<file path="config.mk">
export PLATFORM = sky130hd
export DESIGN_NAME = dbcl_legality
export DESIGN_NICKNAME = d
export VERILOG_FILES = /design/src/include/dbcl_pkg.sv /design/src/include/dbcl_bank_if.sv /design/src/hw/dbcl_bank.sv /design/src/hw/dbcl_legality.sv
export SDC_FILE = /design/constraint.sdc
export NUM_CORES = 1
export LEC_CHECK = 0
export BUFFER_PORTS_ARGS = -buffer_cell sky130_fd_sc_hd__buf_2
export CAP_MARGIN = 10
export CORE_AREA = 2 2 224 226
export DETAILED_ROUTE_END_ITERATION = 7
export DIE_AREA = 0 0 226 228
export PLACE_DENSITY = 0.43
export SLEW_MARGIN = 5
export SYNTH_ARGS = -nofsm -noshare
export SYNTH_HDL_FRONTEND = slang
export SYNTH_SLANG_ARGS = --single-unit
export TNS_END_PERCENT = 5
</file>
<file path="constraint.sdc">
create_clock -name clk_sys -period 4.55 [get_ports clk_sys]
set_clock_uncertainty 0.15 [all_clocks]
set_input_delay 0.455 -clock clk_sys [delete_from_list [all_inputs] [get_ports clk_sys]]
set_output_delay 0.455 -clock clk_sys [all_outputs]
set_load 0.05 [all_outputs]
</file>
<file path="src/include/dbcl_pkg.sv">
package dbcl_pkg;
	localparam int NUM_BANKS = 8;
	localparam int BANK_W = 3;
	localparam int TMR_W = 12;
	localparam int CLK_PERIOD_PS = 40000;
	localparam int PER_BANK_REFRESH_NS = 90;
	localparam int ALL_BANK_REFRESH_NS = 130;
	localparam int MODE_READ_BUSY_NS = 80;
	localparam int MODE_WRITE_BUSY_NS = 50;
	localparam int PRECHARGE_PERIOD_NS = 18;
	localparam int ACTIVATE_TO_COLUMN_NS = 18;
	localparam int POWER_DOWN_EXIT_NS = 8;
	localparam int SELF_REFRESH_EXIT_NS = 140;
	localparam int AUTO_INIT_NS = 10000;
	localparam logic [7:0] RESET_MODE_ADDR = 8'h3F;
	localparam logic [3:0] BURST_EDGES = 4'h4;

	function automatic int cyc_min(input int ns);
		int c;
		c = (ns * 1000 + CLK_PERIOD_PS - 1) / CLK_PERIOD_PS;
		return (c < 1) ? 1 : c;
	endfunction

	localparam logic [TMR_W-1:0] RFCPB_CYC = TMR_W'(cyc_min(PER_BANK_REFRESH_NS));
	localparam logic [TMR_W-1:0] RFCAB_CYC = TMR_W'(cyc_min(ALL_BANK_REFRESH_NS));
	localparam logic [TMR_W-1:0] MRD_CYC = TMR_W'(cyc_min(MODE_READ_BUSY_NS));
	localparam logic [TMR_W-1:0] MWR_CYC = TMR_W'(cyc_min(MODE_WRITE_BUSY_NS));
	localparam logic [TMR_W-1:0] RP_CYC = TMR_W'(cyc_min(PRECHARGE_PERIOD_NS));
	localparam logic [TMR_W-1:0] RCD_CYC = TMR_W'(cyc_min(ACTIVATE_TO_COLUMN_NS));
	localparam logic [TMR_W-1:0] INIT_CYC = TMR_W'(cyc_min(AUTO_INIT_NS));
	localparam logic [TMR_W-1:0] EXIT_CYC = TMR_W'((SELF_REFRESH_EXIT_NS > POWER_DOWN_EXIT_NS) ?
		cyc_min(SELF_REFRESH_EXIT_NS) : cyc_min(POWER_DOWN_EXIT_NS));
	localparam logic [TMR_W-1:0] TMR_ONE = TMR_W'(1);

	typedef enum logic [3:0] {
		CMD_NOP           = 4'h0,
		CMD_ACTIVATE      = 4'h1,
		CMD_READ          = 4'h2,
		CMD_WRITE         = 4'h3,
		CMD_PRECHARGE     = 4'h4,
		CMD_PRECHARGE_ALL = 4'h5,
		CMD_REFRESH_BANK  = 4'h6,
		CMD_REFRESH_ALL   = 4'h7,
		CMD_MODE_READ     = 4'h8,
		CMD_MODE_WRITE    = 4'h9,
		CMD_BURST_STOP    = 4'hA
	} dbcl_cmd_t;

	typedef enum logic [3:0] {
		BS_IDLE           = 4'h0,
		BS_ACTIVATING     = 4'h1,
		BS_ACTIVE         = 4'h2,
		BS_READING        = 4'h3,
		BS_WRITING        = 4'h4,
		BS_READ_AUTO      = 4'h5,
		BS_WRITE_AUTO     = 4'h6,
		BS_PRECHARGING    = 4'h7,
		BS_REFRESHING     = 4'h8,
		BS_IDLE_MODE_RD   = 4'h9,
		BS_ACTIVE_MODE_RD = 4'hA
	} dbcl_bank_state_t;

	typedef enum logic [2:0] {
		BO_ACTIVATE  = 3'h0,
		BO_READ      = 3'h1,
		BO_WRITE     = 3'h2,
		BO_PRECHARGE = 3'h3,
		BO_REFRESH   = 3'h4,
		BO_MODE_READ = 3'h5,
		BO_STOP      = 3'h6
	} dbcl_bank_op_t;

	typedef enum logic [2:0] {
		DS_POWER_ON       = 3'h0,
		DS_RESETTING      = 3'h1,
		DS_RESET_MODE_RD  = 3'h2,
		DS_READY          = 3'h3,
		DS_REFRESH_ALL    = 3'h4,
		DS_MODE_WRITING   = 3'h5,
		DS_PRECHARGE_ALL  = 3'h6
	} dbcl_dev_state_t;

	function automatic logic is_plain_burst(input dbcl_bank_state_t s);
		return s == BS_READING || s == BS_WRITING;
	endfunction

	function automatic logic is_burst(input dbcl_bank_state_t s);
		return is_plain_burst(s) || s == BS_READ_AUTO || s == BS_WRITE_AUTO;
	endfunction
endpackage

</file>
<file path="src/include/dbcl_bank_if.sv">
`timescale 1ns/1ps
interface dbcl_bank_if import dbcl_pkg::*; ();
	logic             opValid;
	dbcl_bank_op_t    op;
	logic             autoPrecharge;
	logic             linkTick;
	dbcl_bank_state_t state;

	modport ctrl(output opValid, output op, output autoPrecharge, output linkTick, input state);
	modport bank(input opValid, input op, input autoPrecharge, input linkTick, output state);
endinterface

</file>
<file path="src/hw/dbcl_bank.sv">
`timescale 1ns/1ps
module dbcl_bank import dbcl_pkg::*; (
	input wire logic  clk_sys,
	input wire logic  sys_rst,
	dbcl_bank_if.bank bankPort
);
	dbcl_bank_state_t   state_reg;
	logic [TMR_W-1:0]   timer_reg;
	logic [3:0]         burst_reg;
	logic               burstEnd;

	assign bankPort.state = state_reg;
	// burst length counts link edges, not system cycles
	assign burstEnd = bankPort.linkTick && burst_reg == 4'h1;

	always_ff @(posedge clk_sys) begin
		if (sys_rst) begin
			burst_reg <= 4'h0;
		end else if (bankPort.opValid && (bankPort.op == BO_READ || bankPort.op == BO_WRITE)) begin
			burst_reg <= BURST_EDGES;
		end else if (bankPort.opValid && bankPort.op == BO_STOP) begin
			burst_reg <= 4'h0;
		end else if (bankPort.linkTick && burst_reg != 4'h0) begin
			burst_reg <= burst_reg - 4'h1;
		end
	end

	always_ff @(posedge clk_sys) begin
		if (sys_rst) begin
			state_reg <= BS_IDLE;
			timer_reg <= '0;
		end else if (bankPort.opValid) begin
			case (bankPort.op)
				BO_ACTIVATE: begin
					state_reg <= BS_ACTIVATING;
					timer_reg <= RCD_CYC - TMR_ONE;
				end
				BO_READ: begin
					state_reg <= bankPort.autoPrecharge ? BS_READ_AUTO : BS_READING;
				end
				BO_WRITE: begin
					state_reg <= bankPort.autoPrecharge ? BS_WRITE_AUTO : BS_WRITING;
				end
				BO_PRECHARGE: begin
					state_reg <= BS_PRECHARGING;
					timer_reg <= RP_CYC - TMR_ONE;
				end
				BO_REFRESH: begin
					state_reg <= BS_REFRESHING;
					timer_reg <= RFCPB_CYC - TMR_ONE;
				end
				BO_MODE_READ: begin
					// an activating bank will be active once the read finishes
					state_reg <= (state_reg == BS_ACTIVE || state_reg == BS_ACTIVATING) ?
						BS_ACTIVE_MODE_RD : BS_IDLE_MODE_RD;
					timer_reg <= MRD_CYC - TMR_ONE;
				end
				BO_STOP: begin
					if (is_plain_burst(state_reg))
						state_reg <= BS_ACTIVE;
				end
				default: state_reg <= state_reg;
			endcase
		end else if (burstEnd && is_burst(state_reg)) begin
			if (is_plain_burst(state_reg)) begin
				state_reg <= BS_ACTIVE;
			end else begin
				state_reg <= BS_PRECHARGING;
				timer_reg <= RP_CYC - TMR_ONE;
			end
		end else if (timer_reg != '0) begin
			timer_reg <= timer_reg - TMR_ONE;
		end else begin
			case (state_reg)
				BS_ACTIVATING:     state_reg <= BS_ACTIVE;
				BS_PRECHARGING:    state_reg <= BS_IDLE;
				BS_REFRESHING:     state_reg <= BS_IDLE;
				BS_IDLE_MODE_RD:   state_reg <= BS_IDLE;
				BS_ACTIVE_MODE_RD: state_reg <= BS_ACTIVE;
				default:           state_reg <= state_reg;
			endcase
		end
	end
endmodule

</file>
<file path="src/hw/dbcl_legality.sv">
`timescale 1ns/1ps
module dbcl_legality import dbcl_pkg::*; (
	input  wire logic                                   clk_sys,
	input  wire logic                                   sys_rst,
	input  wire logic                                   linkClk,
	input  wire logic                                   cke,
	input  wire logic                                   csN,
	input  wire logic [3:0]                             cmdCode,
	input  wire logic [BANK_W-1:0]                      bankSel,
	input  wire logic                                   autoPrecharge,
	input  wire logic [7:0]                             modeAddr,
	output logic [NUM_BANKS-1:0][3:0]                   bankStates,
	output dbcl_dev_state_t                             devState,
	output logic                                        cmdAccepted,
	output logic                                        cmdRejected
);
	localparam int PIN_W = 1 + 1 + 4 + BANK_W + 1 + 8;

	logic [PIN_W-1:0]     pinSync1_reg;
	logic [PIN_W-1:0]     pinSync2_reg;
	logic                 ckSync1_reg;
	logic                 ckSync2_reg;
	logic                 ckSync3_reg;
	logic                 linkRise;
	logic                 ckeNow;
	logic                 csNowN;
	logic [3:0]           cmdBits;
	dbcl_cmd_t            cmdNow;
	logic [BANK_W-1:0]    bankNow;
	logic                 autoNow;
	logic [7:0]           addrNow;
	logic                 ckePrev_reg;
	logic [TMR_W-1:0]     exitCnt_reg;
	logic                 taken;
	logic                 legal;
	logic                 accept;
	logic                 isResetAddr;
	dbcl_bank_state_t     tgtState;
	dbcl_bank_state_t     stArr [NUM_BANKS];
	logic                 anyBurst;
	logic                 anyRdBurst;
	logic                 anyWrBurst;
	logic                 anyHold;
	logic                 allIdle;
	logic                 allPreOk;
	logic                 allModeRdOk;
	dbcl_bank_op_t        bankOp;
	logic [NUM_BANKS-1:0] opRaw;
	logic [NUM_BANKS-1:0] opMask;
	logic [NUM_BANKS-1:0] tgtMask;
	dbcl_dev_state_t      devState_reg;
	logic [TMR_W-1:0]     devTimer_reg;
	logic [TMR_W-1:0]     initCnt_reg;
	logic [BANK_W-1:0]    lastBurst_reg;
	logic                 cmdAccepted_reg;
	logic                 cmdRejected_reg;

	////////////////////////////////////////////////////////////////////////////////
	// pins and the link clock come from the controller's domain
	always_ff @(posedge clk_sys) begin
		if (sys_rst) begin
			pinSync1_reg <= '0;
			pinSync2_reg <= '0;
		end else begin
			pinSync1_reg <= {cke, csN, cmdCode, bankSel, autoPrecharge, modeAddr};
			pinSync2_reg <= pinSync1_reg;
		end
	end

	always_ff @(posedge clk_sys) begin
		if (sys_rst) begin
			ckSync1_reg <= 1'b0;
			ckSync2_reg <= 1'b0;
			ckSync3_reg <= 1'b0;
		end else begin
			ckSync1_reg <= linkClk;
			ckSync2_reg <= ckSync1_reg;
			ckSync3_reg <= ckSync2_reg;
		end
	end

	assign linkRise = ckSync2_reg & ~ckSync3_reg;
	assign {ckeNow, csNowN, cmdBits, bankNow, autoNow, addrNow} = pinSync2_reg;
	assign cmdNow = dbcl_cmd_t'(cmdBits);
	assign isResetAddr = addrNow == RESET_MODE_ADDR;

	// clock enable history and exit holdoff
	always_ff @(posedge clk_sys) begin
		if (sys_rst) begin
			ckePrev_reg <= 1'b0;
		end else if (linkRise) begin
			ckePrev_reg <= ckeNow;
		end
	end

	// reloaded on every low sample, so it runs from the last low edge on
	always_ff @(posedge clk_sys) begin
		if (sys_rst) begin
			exitCnt_reg <= '0;
		end else if (linkRise && !ckeNow) begin
			exitCnt_reg <= EXIT_CYC;
		end else if (exitCnt_reg != '0) begin
			exitCnt_reg <= exitCnt_reg - TMR_ONE;
		end
	end

	assign taken = linkRise && ckeNow && ckePrev_reg && exitCnt_reg == '0 && !csNowN;

	////////////////////////////////////////////////////////////////////////////////
	always_comb begin
		anyBurst = 1'b0;
		anyRdBurst = 1'b0;
		anyWrBurst = 1'b0;
		anyHold = 1'b0;
		allIdle = 1'b1;
		allPreOk = 1'b1;
		allModeRdOk = 1'b1;
		for (int b = 0; b < NUM_BANKS; b++) begin
			anyBurst = anyBurst | is_burst(stArr[b]);
			anyRdBurst = anyRdBurst | stArr[b] == BS_READING | stArr[b] == BS_READ_AUTO;
			anyWrBurst = anyWrBurst | stArr[b] == BS_WRITING | stArr[b] == BS_WRITE_AUTO;
			anyHold = anyHold | stArr[b] == BS_REFRESHING | stArr[b] == BS_IDLE_MODE_RD
				| stArr[b] == BS_ACTIVE_MODE_RD;
			allIdle = allIdle & stArr[b] == BS_IDLE;
			allPreOk = allPreOk & (stArr[b] == BS_IDLE || stArr[b] == BS_ACTIVE || is_plain_burst(stArr[b]));
			allModeRdOk = allModeRdOk & (stArr[b] == BS_IDLE || stArr[b] == BS_ACTIVE
				|| stArr[b] == BS_ACTIVATING || stArr[b] == BS_PRECHARGING);
		end
	end

	assign tgtState = stArr[bankNow];
	assign tgtMask = NUM_BANKS'(1) << bankNow;

	// anything not listed below stays illegal and is ignored
	always_comb begin
		legal = 1'b0;
		bankOp = BO_ACTIVATE;
		opRaw = '0;
		case (devState_reg)
			DS_POWER_ON: begin
				legal = cmdNow == CMD_MODE_WRITE && isResetAddr;
			end
			DS_RESETTING: begin
				legal = cmdNow == CMD_MODE_READ;
			end
			DS_READY: begin
				if (!anyHold) begin
					case (cmdNow)
						CMD_ACTIVATE: begin
							legal = tgtState == BS_IDLE;
							bankOp = BO_ACTIVATE;
							opRaw = tgtMask;
						end
						CMD_READ: begin
							legal = (tgtState == BS_ACTIVE || tgtState == BS_READING) && !anyWrBurst;
							bankOp = BO_READ;
							opRaw = tgtMask;
						end
						CMD_WRITE: begin
							legal = (tgtState == BS_ACTIVE || tgtState == BS_WRITING) && !anyRdBurst;
							bankOp = BO_WRITE;
							opRaw = tgtMask;
						end
						CMD_PRECHARGE: begin
							legal = tgtState == BS_IDLE || tgtState == BS_ACTIVE || is_plain_burst(tgtState);
							bankOp = BO_PRECHARGE;
							opRaw = tgtMask;
						end
						CMD_PRECHARGE_ALL: begin
							legal = allPreOk;
							bankOp = BO_PRECHARGE;
							opRaw = '1;
						end
						CMD_REFRESH_BANK: begin
							legal = tgtState == BS_IDLE && !anyBurst;
							bankOp = BO_REFRESH;
							opRaw = tgtMask;
						end
						CMD_REFRESH_ALL: legal = allIdle && !anyBurst;
						CMD_MODE_WRITE: legal = allIdle && !anyBurst;
						CMD_MODE_READ: begin
							legal = allModeRdOk;
							bankOp = BO_MODE_READ;
							opRaw = '1;
						end
						CMD_BURST_STOP: begin
							legal = is_plain_burst(stArr[lastBurst_reg]);
							bankOp = BO_STOP;
							opRaw = NUM_BANKS'(1) << lastBurst_reg;
						end
						default: legal = 1'b0;
					endcase
				end
			end
			default: legal = 1'b0;
		endcase
	end

	assign accept = taken && legal;
	assign opMask = accept ? opRaw : '0;

	////////////////////////////////////////////////////////////////////////////////
	dbcl_bank_if bankIf [NUM_BANKS] ();

	for (genvar b = 0; b < NUM_BANKS; b++) begin : g_bank
		assign bankIf[b].opValid = opMask[b];
		assign bankIf[b].op = bankOp;
		assign bankIf[b].autoPrecharge = autoNow;
		assign bankIf[b].linkTick = linkRise;
		assign stArr[b] = bankIf[b].state;
		assign bankStates[b] = bankIf[b].state;
		dbcl_bank u_bank (
			.clk_sys  (clk_sys),
			.sys_rst  (sys_rst),
			.bankPort (bankIf[b])
		);
	end

	////////////////////////////////////////////////////////////////////////////////
	// device-wide busy states sit beside the per-bank states
	always_ff @(posedge clk_sys) begin
		if (sys_rst) begin
			devState_reg <= DS_POWER_ON;
			devTimer_reg <= '0;
		end else if (accept) begin
			case (cmdNow)
				CMD_REFRESH_ALL: begin
					devState_reg <= DS_REFRESH_ALL;
					devTimer_reg <= RFCAB_CYC - TMR_ONE;
				end
				CMD_MODE_WRITE: begin
					if (isResetAddr) begin
						devState_reg <= DS_RESETTING;
					end else begin
						devState_reg <= DS_MODE_WRITING;
						devTimer_reg <= MWR_CYC - TMR_ONE;
					end
				end
				CMD_PRECHARGE_ALL: begin
					devState_reg <= DS_PRECHARGE_ALL;
					devTimer_reg <= RP_CYC - TMR_ONE;
				end
				CMD_MODE_READ: begin
					if (devState_reg == DS_RESETTING) begin
						devState_reg <= DS_RESET_MODE_RD;
						devTimer_reg <= MRD_CYC - TMR_ONE;
					end
				end
				default: devState_reg <= devState_reg;
			endcase
		end else if (devTimer_reg != '0) begin
			devTimer_reg <= devTimer_reg - TMR_ONE;
		end else begin
			case (devState_reg)
				DS_REFRESH_ALL:   devState_reg <= DS_READY;
				DS_MODE_WRITING:  devState_reg <= DS_READY;
				DS_PRECHARGE_ALL: devState_reg <= DS_READY;
				DS_RESET_MODE_RD: devState_reg <= DS_RESETTING;
				DS_RESETTING: begin
					if (initCnt_reg == '0)
						devState_reg <= DS_READY;
				end
				default: devState_reg <= devState_reg;
			endcase
		end
	end

	// auto-initialization keeps running under a mode read
	always_ff @(posedge clk_sys) begin
		if (sys_rst) begin
			initCnt_reg <= '0;
		end else if (accept && cmdNow == CMD_MODE_WRITE && isResetAddr) begin
			initCnt_reg <= INIT_CYC - TMR_ONE;
		end else if (initCnt_reg != '0) begin
			initCnt_reg <= initCnt_reg - TMR_ONE;
		end
	end

	always_ff @(posedge clk_sys) begin
		if (sys_rst) begin
			lastBurst_reg <= '0;
		end else if (accept && (cmdNow == CMD_READ || cmdNow == CMD_WRITE)) begin
			lastBurst_reg <= bankNow;
		end
	end

	always_ff @(posedge clk_sys) begin
		if (sys_rst) begin
			cmdAccepted_reg <= 1'b0;
			cmdRejected_reg <= 1'b0;
		end else begin
			cmdAccepted_reg <= accept;
			cmdRejected_reg <= taken && cmdNow != CMD_NOP && !legal;
		end
	end

	assign devState = devState_reg;
	assign cmdAccepted = cmdAccepted_reg;
	assign cmdRejected = cmdRejected_reg;

	localparam int RfcAbLim = 8;
	localparam int MwrLim = 4;
endmodule

</file>
# Yosys cells after proc, flatten, opt, wreduce, memory -nomap -nowiden
# Cells that the tools add are included.
# totals
ff_bits	244
in_bits	21
output_inout_bits	37
wordCells	716
# op_classes
n_mux	155
n_reduce_logical	245
bitwise	85
addsub	19
magnitude_cmp	2
eq_ne	161
shifts	2
# op_table
cell	count
12-bit two-way mux	36
4-bit one-hot mux with 7 select lines	8
4-bit by 3-bit == test with 1-bit output, second input constant	38
4-bit two-way mux	36
12-bit nonzero test	11
12-bit by 1-bit subtractor with 12-bit output, second input constant	11
3-bit two-way mux	42
4-bit == test, second input constant	27
4-bit by 2-bit == test with 1-bit output, second input constant	21
1-bit logical OR	72
4-bit nonzero test	18
4-bit by 1-bit == test with 1-bit output, second input constant	17
8-bit by 1-bit != test with 1-bit output, second input constant	8
4-bit one-hot mux with 2 select lines	8
1-bit OR	60
1-bit logical AND	56
3-bit != test, second input constant	17
3-bit OR reduction	17
12-bit one-hot mux with 4 select lines	1
3-bit nonzero test	16
8-bit two-way mux	5
4-bit logical NOT	9
12-bit one-hot mux with 3 select lines	1
4-bit AND reduction	9
31 further kinds	125

# Longest topological paths before layout
# depth
word_depth	31
depth_mapped	13
mapped_depth_nobuf	11

# Modules after synthesis
# A second synthesis with hierarchy kept.
# unflattened
hier_cells	2054
hier_area_um2	16916.2
# modules_own_cells
module	cells_each	n_inst	area_per_inst_um2
dbcl_bank	182	8	1493.9
dbcl_legality	598	1	4964.8

# Worst setup path after synthesis
# Ideal clock, no wire load.
# synth_timing
kind	reg-to-reg
from	register g_bank[5].u_bank.state_reg[1]
to	register g_bank[0].u_bank.timer_reg[3]
period_less_slack_ps	3773
setup_time_ps	117
n_path_buf	3
path_slack_ps	777
required_time_ps	4283
t_arrival_ps	3507
stages_incl_launch_ff	13
path_cell_list	dfxtp_1 clkbuf_1 mux4_2 mux2_4 xor2_1 nor4_4 or4b_1 buf_2 o211a_1 mux2i_1 buf_4 a22o_1 a22o_1
# synth_via
elab_chain_len	16
# synth_lines
element	line_no	source
from (decl)	dbcl_bank.sv:7	dbcl_bank_state_t state_reg;
from (signal assigned)	dbcl_bank.sv:39	state_reg <= bankPort.autoPrecharge ? BS_READ_AUTO : BS_READING;
from (signal assigned)	dbcl_bank.sv:42	state_reg <= bankPort.autoPrecharge ? BS_WRITE_AUTO : BS_WRITING;
from (signal assigned)	dbcl_bank.sv:54	state_reg <= (state_reg == BS_ACTIVE || state_reg == BS_ACTIVATING) ?
4-bit by 2-bit == test with 1-bit output, or another cell as far along	dbcl_pkg.sv:84, dbcl_legality.sv:120	
1-bit OR, or another cell as far along (3 in series)	dbcl_legality.sv:120	anyRdBurst = anyRdBurst | stArr[b] == BS_READING | stArr[b] == BS_READ_AUTO;
1-bit OR (on tied branches) (3 in series)	--	
1-bit logical NOT, or another cell as far along	dbcl_legality.sv:160	legal = (tgtState == BS_ACTIVE || tgtState == BS_WRITING) && !anyRdBurst;
1-bit logical AND, or another cell as far along	dbcl_legality.sv:160	
1-bit one-hot mux with 9 select lines or 1-bit OR (tied branches)	dbcl_legality.sv:148, dbcl_legality.sv:123	
1-bit two-way mux or 3-bit two-way mux (tied branches)	dbcl_legality.sv:147	if (!anyHold) begin
1-bit one-hot mux with 3 select lines or 3-bit two-way mux (tied branches)	dbcl_legality.sv:139	case (devState_reg)
1-bit logical AND, or another cell as far along	dbcl_legality.sv:199	assign accept = taken && legal;
8-bit two-way mux or 2-bit OR reduction (tied branches)	--	
4-bit by 2-bit != test with 1-bit output (no source line), or another cell as far along	--	
3-bit AND reduction (no source line)	--	
to (signal assigned)	dbcl_bank.sv:56	timer_reg <= MRD_CYC - TMR_ONE;
to (signal assigned)	dbcl_bank.sv:69	timer_reg <= RP_CYC - TMR_ONE;
to (signal assigned)	dbcl_bank.sv:72	timer_reg <= timer_reg - TMR_ONE;
to (decl)	dbcl_bank.sv:8	logic [TMR_W-1:0] timer_reg;
# Several ways; a longest one is shown, not always the timed one. The select of a mux whose other input is x is not followed.
# A chain may end at the register's enable or synchronous reset.

# Worst setup path in the final report
# layout_timing
from	register pinSync2_reg[9]
to	register g_bank[7].u_bank.timer_reg[1]
# layout_via
elab_chain_len	14
# layout_lines
element	line_no	source
from (decl)	dbcl_legality.sv:20	logic [PIN_W-1:0] pinSync2_reg;
from (signal assigned)	dbcl_legality.sv:66	pinSync2_reg <= pinSync1_reg;
3-bit inverter with 4-bit output (implied by the code)	dbcl_legality.sv:131	assign tgtState = stArr[bankNow];
4-bit binary-select mux with 3-bit select	dbcl_legality.sv:131	
4-bit two-way mux (implied by the code) (2 in series)	dbcl_legality.sv:131	
4-bit by 2-bit == test with 1-bit output, or another cell as far along	dbcl_legality.sv:155, dbcl_legality.sv:160, dbcl_legality.sv:165	
1-bit logical OR (on tied branches)	--	
1-bit logical OR, or another cell as far along	dbcl_legality.sv:165	legal = tgtState == BS_IDLE || tgtState == BS_ACTIVE || is_plain_burst(tgtState);
1-bit one-hot mux with 9 select lines	dbcl_legality.sv:148	case (cmdNow)
1-bit two-way mux	dbcl_legality.sv:147	
1-bit one-hot mux with 3 select lines	dbcl_legality.sv:139	
1-bit logical AND	dbcl_legality.sv:199	
8-bit two-way mux *	dbcl_legality.sv:200	assign opMask = accept ? opRaw : '0;
4-bit by 2-bit != test with 1-bit output (no source line), or another cell as far along	--	
3-bit AND reduction (no source line)	--	
to (signal assigned)	dbcl_bank.sv:56	
to (signal assigned)	dbcl_bank.sv:69	
to (signal assigned)	dbcl_bank.sv:72	
to (decl)	dbcl_bank.sv:8	
# Every way passes the cells marked *; elsewhere a longest branch is shown, timed or not. The select of a mux whose other input is x is not followed.

==> impl_results.md <==
* RSZ-0062 raised after global routing: no
* Overall track demand over capacity in global routing at 19.15%
* Maximum level of the CTS H-tree at 2
* I/O pin cnt at 58
* Number of warning messages in the yosys log at 0
* Share of Yosys cell area claimed by the top area cell type at 33.48%
* Cell depth of the worst hold path at 2
* Dominant synthesized flop cell: sky130_fd_sc_hd__dfxtp_1
* Count of flip-flops with a built-in enable after synthesis at 0
* Highest routed metal layer: met4
* Area overhead of the layout relative to synthesis at 19.22%
* Asr flop ratio synth at 0%
* Final-report max-slew violation count at 0
* Highest Clock Rate at 239.3 MHz
* Number of nets with antenna violations after detailed routing at 0
* Post-route worst hold slack at 0.02042 ns
* Pin count of the biggest net entering global routing at 144
* Detailed-router iteration count before antenna repair at 5
* Routed met1 length at 22,760 um
* Post-CTS Setup Repair Bufs at 0
* Standard cell area after detailed placement at 16,080 um^2
* Horizontal extent of the die at 226 um
* Start point of the critical path: pinSync2_reg[9]
* Type of the setup path with the least slack: reg2reg
* Post-CTS clock slew at the launch and capture registers of the worst setup and hold paths at 0.06 ns
* Biggest fanout along the worst timing path at 12
* Crit. End Element: flop
* Cells after synthesis at 1,838
* Initial Util at 29.56%
* Later-pin clock latency in the skew report at 0.55 ns
* Status: complete, no violations
* Register area share after synthesis at 33.48%
* Routed wire length on met3 at 3342 um
* Element type at the critical path start: flop
* CTS root buf: sky130_fd_sc_hd__clkbuf_16
* Deepest clock path buffer count at 3
* Final period demand of the worst path at 4.179 ns
* Die height at 228 um
* Summed negative setup slack over all endpoints at 0 ns
* Fraction of layout cells with a size suffix above 1 at 13.91%
* Synthesized area divided by synthesized cell count at 7.938 um^2
* Number of DRC violations after detailed routing at 0
* Per-cell via count in the routed design at 5.343
* Core area at 49,350 um^2
* Number of cell instances on the worst register-to-register path at 10
* CTS buffer count at 34
* Beginning of the worst register-to-register path: pinSync2_reg[9]
* Grt total ovfl at 0
* Class of the worst hold path: in2reg
* Number of register bits inferred by synthesis at 244
* Hpwl dp at 35,990 um
* Via count of the routed design at 14.07k
* Syn Std Cell Area at 14,590 um^2
* Data required time at the worst endpoint at 4.81 ns
* Number of flip-flops in the largest register at 96
* Critical R2R Capture: g_bank[7].u_bank.timer_reg[1]
* Max-capacitance violation count at 0
* Post-placement cell count at 2,557
* Worst-margin pin slew at 1.051 ns
* Core Rows at 82
* Final net count at 1,988
* Reg2reg setup slack at 0.37 ns
* End-of-flow core utilization at 35.25%
* Vias in the first global route at 13.38k
* Number of antenna violations at the first check in global routing at 1
* Endpoint with the worst hold slack: pinSync1_reg[1]
* Met2 WL post-DR at 22,220 um
* VDD IR max at 0.0002389 V
* Arrival @ worst endpoint at 4.44 ns
* Period utilisation layout at 91.84%
* Post-route design area at 17,390 um^2
* First-iteration detailed-routing DRC count at 1,111
* Sink Count at 244
* Leakage component of the power at 6.432 nW
* Wire length of the first global-routing pass at 77,400 um
* DIE AREA at 51,530 um^2
* Number of instances resized during post-cts repair at 0
* Library cell occupying the most area in the post-synthesis netlist: sky130_fd_sc_hd__dfxtp_1
* Average detailed-routed wire length per instance at 19.03 um
* Worst max-slew margin expressed relative to the limit at 29.66%
* Worst Hold Launch: modeAddr[1]
* Number of failing hold endpoints at the final stage at 0
* Top cells by area, synth: sky130_fd_sc_hd__dfxtp_1 33%, sky130_fd_sc_hd__a21oi_1 5.6%, sky130_fd_sc_hd__nor2_1 5.4%
* Power density of the placed cells at 511.3 nW/um^2
* Post-route insts no fill at 2,634
* Number of antenna diodes at 0
* Drt total wl at 50,130 um
* Post-Synthesis Net Count at 1,887
* Quantity of I/O buffers inserted on ports at 57
* RD Place Congestion at 0.8931
* Clock tree from TritonCTS: built
* Distinct cell type count after synthesis at 92
* Setup violations, final at 0
## Yosys cell counts, types with 11 or more instances
cell type / number
sky130_fd_sc_hd__dfxtp_1: 244
sky130_fd_sc_hd__nor2_1: 208
sky130_fd_sc_hd__a21oi_1: 163
sky130_fd_sc_hd__nand2_1: 139
sky130_fd_sc_hd__clkbuf_1: 89
sky130_fd_sc_hd__o21ai_0: 82
sky130_fd_sc_hd__nor3_1: 77
sky130_fd_sc_hd__inv_1: 66
sky130_fd_sc_hd__nor2b_1: 66
sky130_fd_sc_hd__nand3_1: 64
sky130_fd_sc_hd__mux2i_1: 45
sky130_fd_sc_hd__xnor2_1: 41
sky130_fd_sc_hd__a211oi_1: 37
sky130_fd_sc_hd__nor4_1: 37
sky130_fd_sc_hd__nand2b_1: 36
sky130_fd_sc_hd__or3_1: 30
sky130_fd_sc_hd__ha_1: 28
sky130_fd_sc_hd__xor2_1: 26
sky130_fd_sc_hd__a31oi_1: 20
sky130_fd_sc_hd__nand3b_1: 20
sky130_fd_sc_hd__nor3b_1: 20
sky130_fd_sc_hd__o211ai_1: 19
sky130_fd_sc_hd__or4_1: 17
sky130_fd_sc_hd__a22oi_1: 16
sky130_fd_sc_hd__mux4_2: 15
sky130_fd_sc_hd__nand4_1: 15
sky130_fd_sc_hd__buf_2: 14
sky130_fd_sc_hd__a22o_1: 12
sky130_fd_sc_hd__a2111oi_0: 11
## worst max path at each step
stage | end | slack [ns]
2_1_floorplan | g_bank[0].u_bank.timer_reg[3] | 0.78
3_3_place_gp | g_bank[1].u_bank.timer_reg[10] | 0.47
3_5_place_dp | g_bank[1].u_bank.timer_reg[10] | 0.42
4_1_cts | g_bank[1].u_bank.timer_reg[10] | 0.40
5_1_grt | g_bank[7].u_bank.timer_reg[1] | 0.14
6_report | g_bank[7].u_bank.timer_reg[1] | 0.37
## what timing repair did
item                                    in CTS  in global routing
hold buffers                                18                  0
endpoints found under the hold margin       18                  0
endpoints found under the setup margin       0                  0
## cell usage in the layout, fill, tap and decap left out, drive strengths merged, types with 19 or more instances in the layout
master | synthesis | layout
mux2i | 46 | 46
a21oi | 163 | 163
nand3b | 20 | 20
nor4 | 41 | 41
ha | 28 | 28
a31oi | 20 | 20
nor3 | 78 | 78
buf | 22 | 158
o21ai | 85 | 85
nor2b | 66 | 66
xor2 | 26 | 26
dfxtp | 244 | 244
inv | 67 | 68
a211oi | 41 | 41
nand2b | 36 | 36
o211ai | 19 | 19
nand3 | 64 | 64
nor3b | 20 | 20
xnor2 | 41 | 41
clkbuf | 89 | 46
nor2 | 208 | 208
nand2 | 139 | 139
or3 | 30 | 30
## per-layer routing
| layer | up-vias | GRT usage (%) |
|---|---|---|
| met5 | - | 0 |
| li1 | 6905 | - |
| met3 | 93 | 4.147 |
| met4 | 0 | 7.512 |
| met2 | 375 | 29.97 |
| met1 | 6701 | 25.58 |
## logic make-up after synthesis
group	Yosys count	share of synthesized area, %
xor+xnor	67	4.022
compound gates	465	20.90
simple gates	789	28.41
buf+inv	179	4.879
mux	66	5.908
flops	244	33.48
fa+ha+maj	28	2.401
## cell type report
class	count	area, um^2
Multi-Input combinational cell	1415	9021
Tap cell	672	840.8
Timing Repair Buffer	176	1255
Clock inverter	13	170.2
Sequential cell	244	4885
Inverter	68	255.2
Fill cell	5166	31960
Clock buffer	46	967.2
## per-stage QoR
stage | power [mW] | worst slack [ns]
floorplan | 5.463 | 0.7766
global placement | 6.145 | 0.4715
detailed placement | 6.202 | 0.4216
CTS | 9.001 | 0.4046
global route | 9.587 | 0.1366
finish | 8.893 | 0.3713
## power breakdown
| group | internal (mW) | leakage, nW | switching (mW) | total (mW) |
|---|---|---|---|---|
| Combinational | 1.42 | 3.87 | 1.79 | 3.20 |
| Clock | 1.67 | 0.563 | 1.05 | 2.72 |
| Sequential | 2.58 | 2.00 | 0.386 | 2.97 |
| Total | 5.67 | 6.43 | 3.22 | 8.89 |
## worst max-delay path, stage by stage (launching register included)
cell                        delay (ns)
sky130_fd_sc_hd__dfxtp_1          0.80
sky130_fd_sc_hd__mux2i_1          0.16
sky130_fd_sc_hd__mux4_2           0.51
sky130_fd_sc_hd__a41oi_1          0.22
sky130_fd_sc_hd__a311oi_1         0.11
sky130_fd_sc_hd__or4b_1           0.70
sky130_fd_sc_hd__nor2_1           0.51
sky130_fd_sc_hd__o21ai_0          0.17
sky130_fd_sc_hd__buf_4            0.20
sky130_fd_sc_hd__and3_1           0.17
sky130_fd_sc_hd__a2111oi_0        0.34
Power figures use the tool's default switching activity.
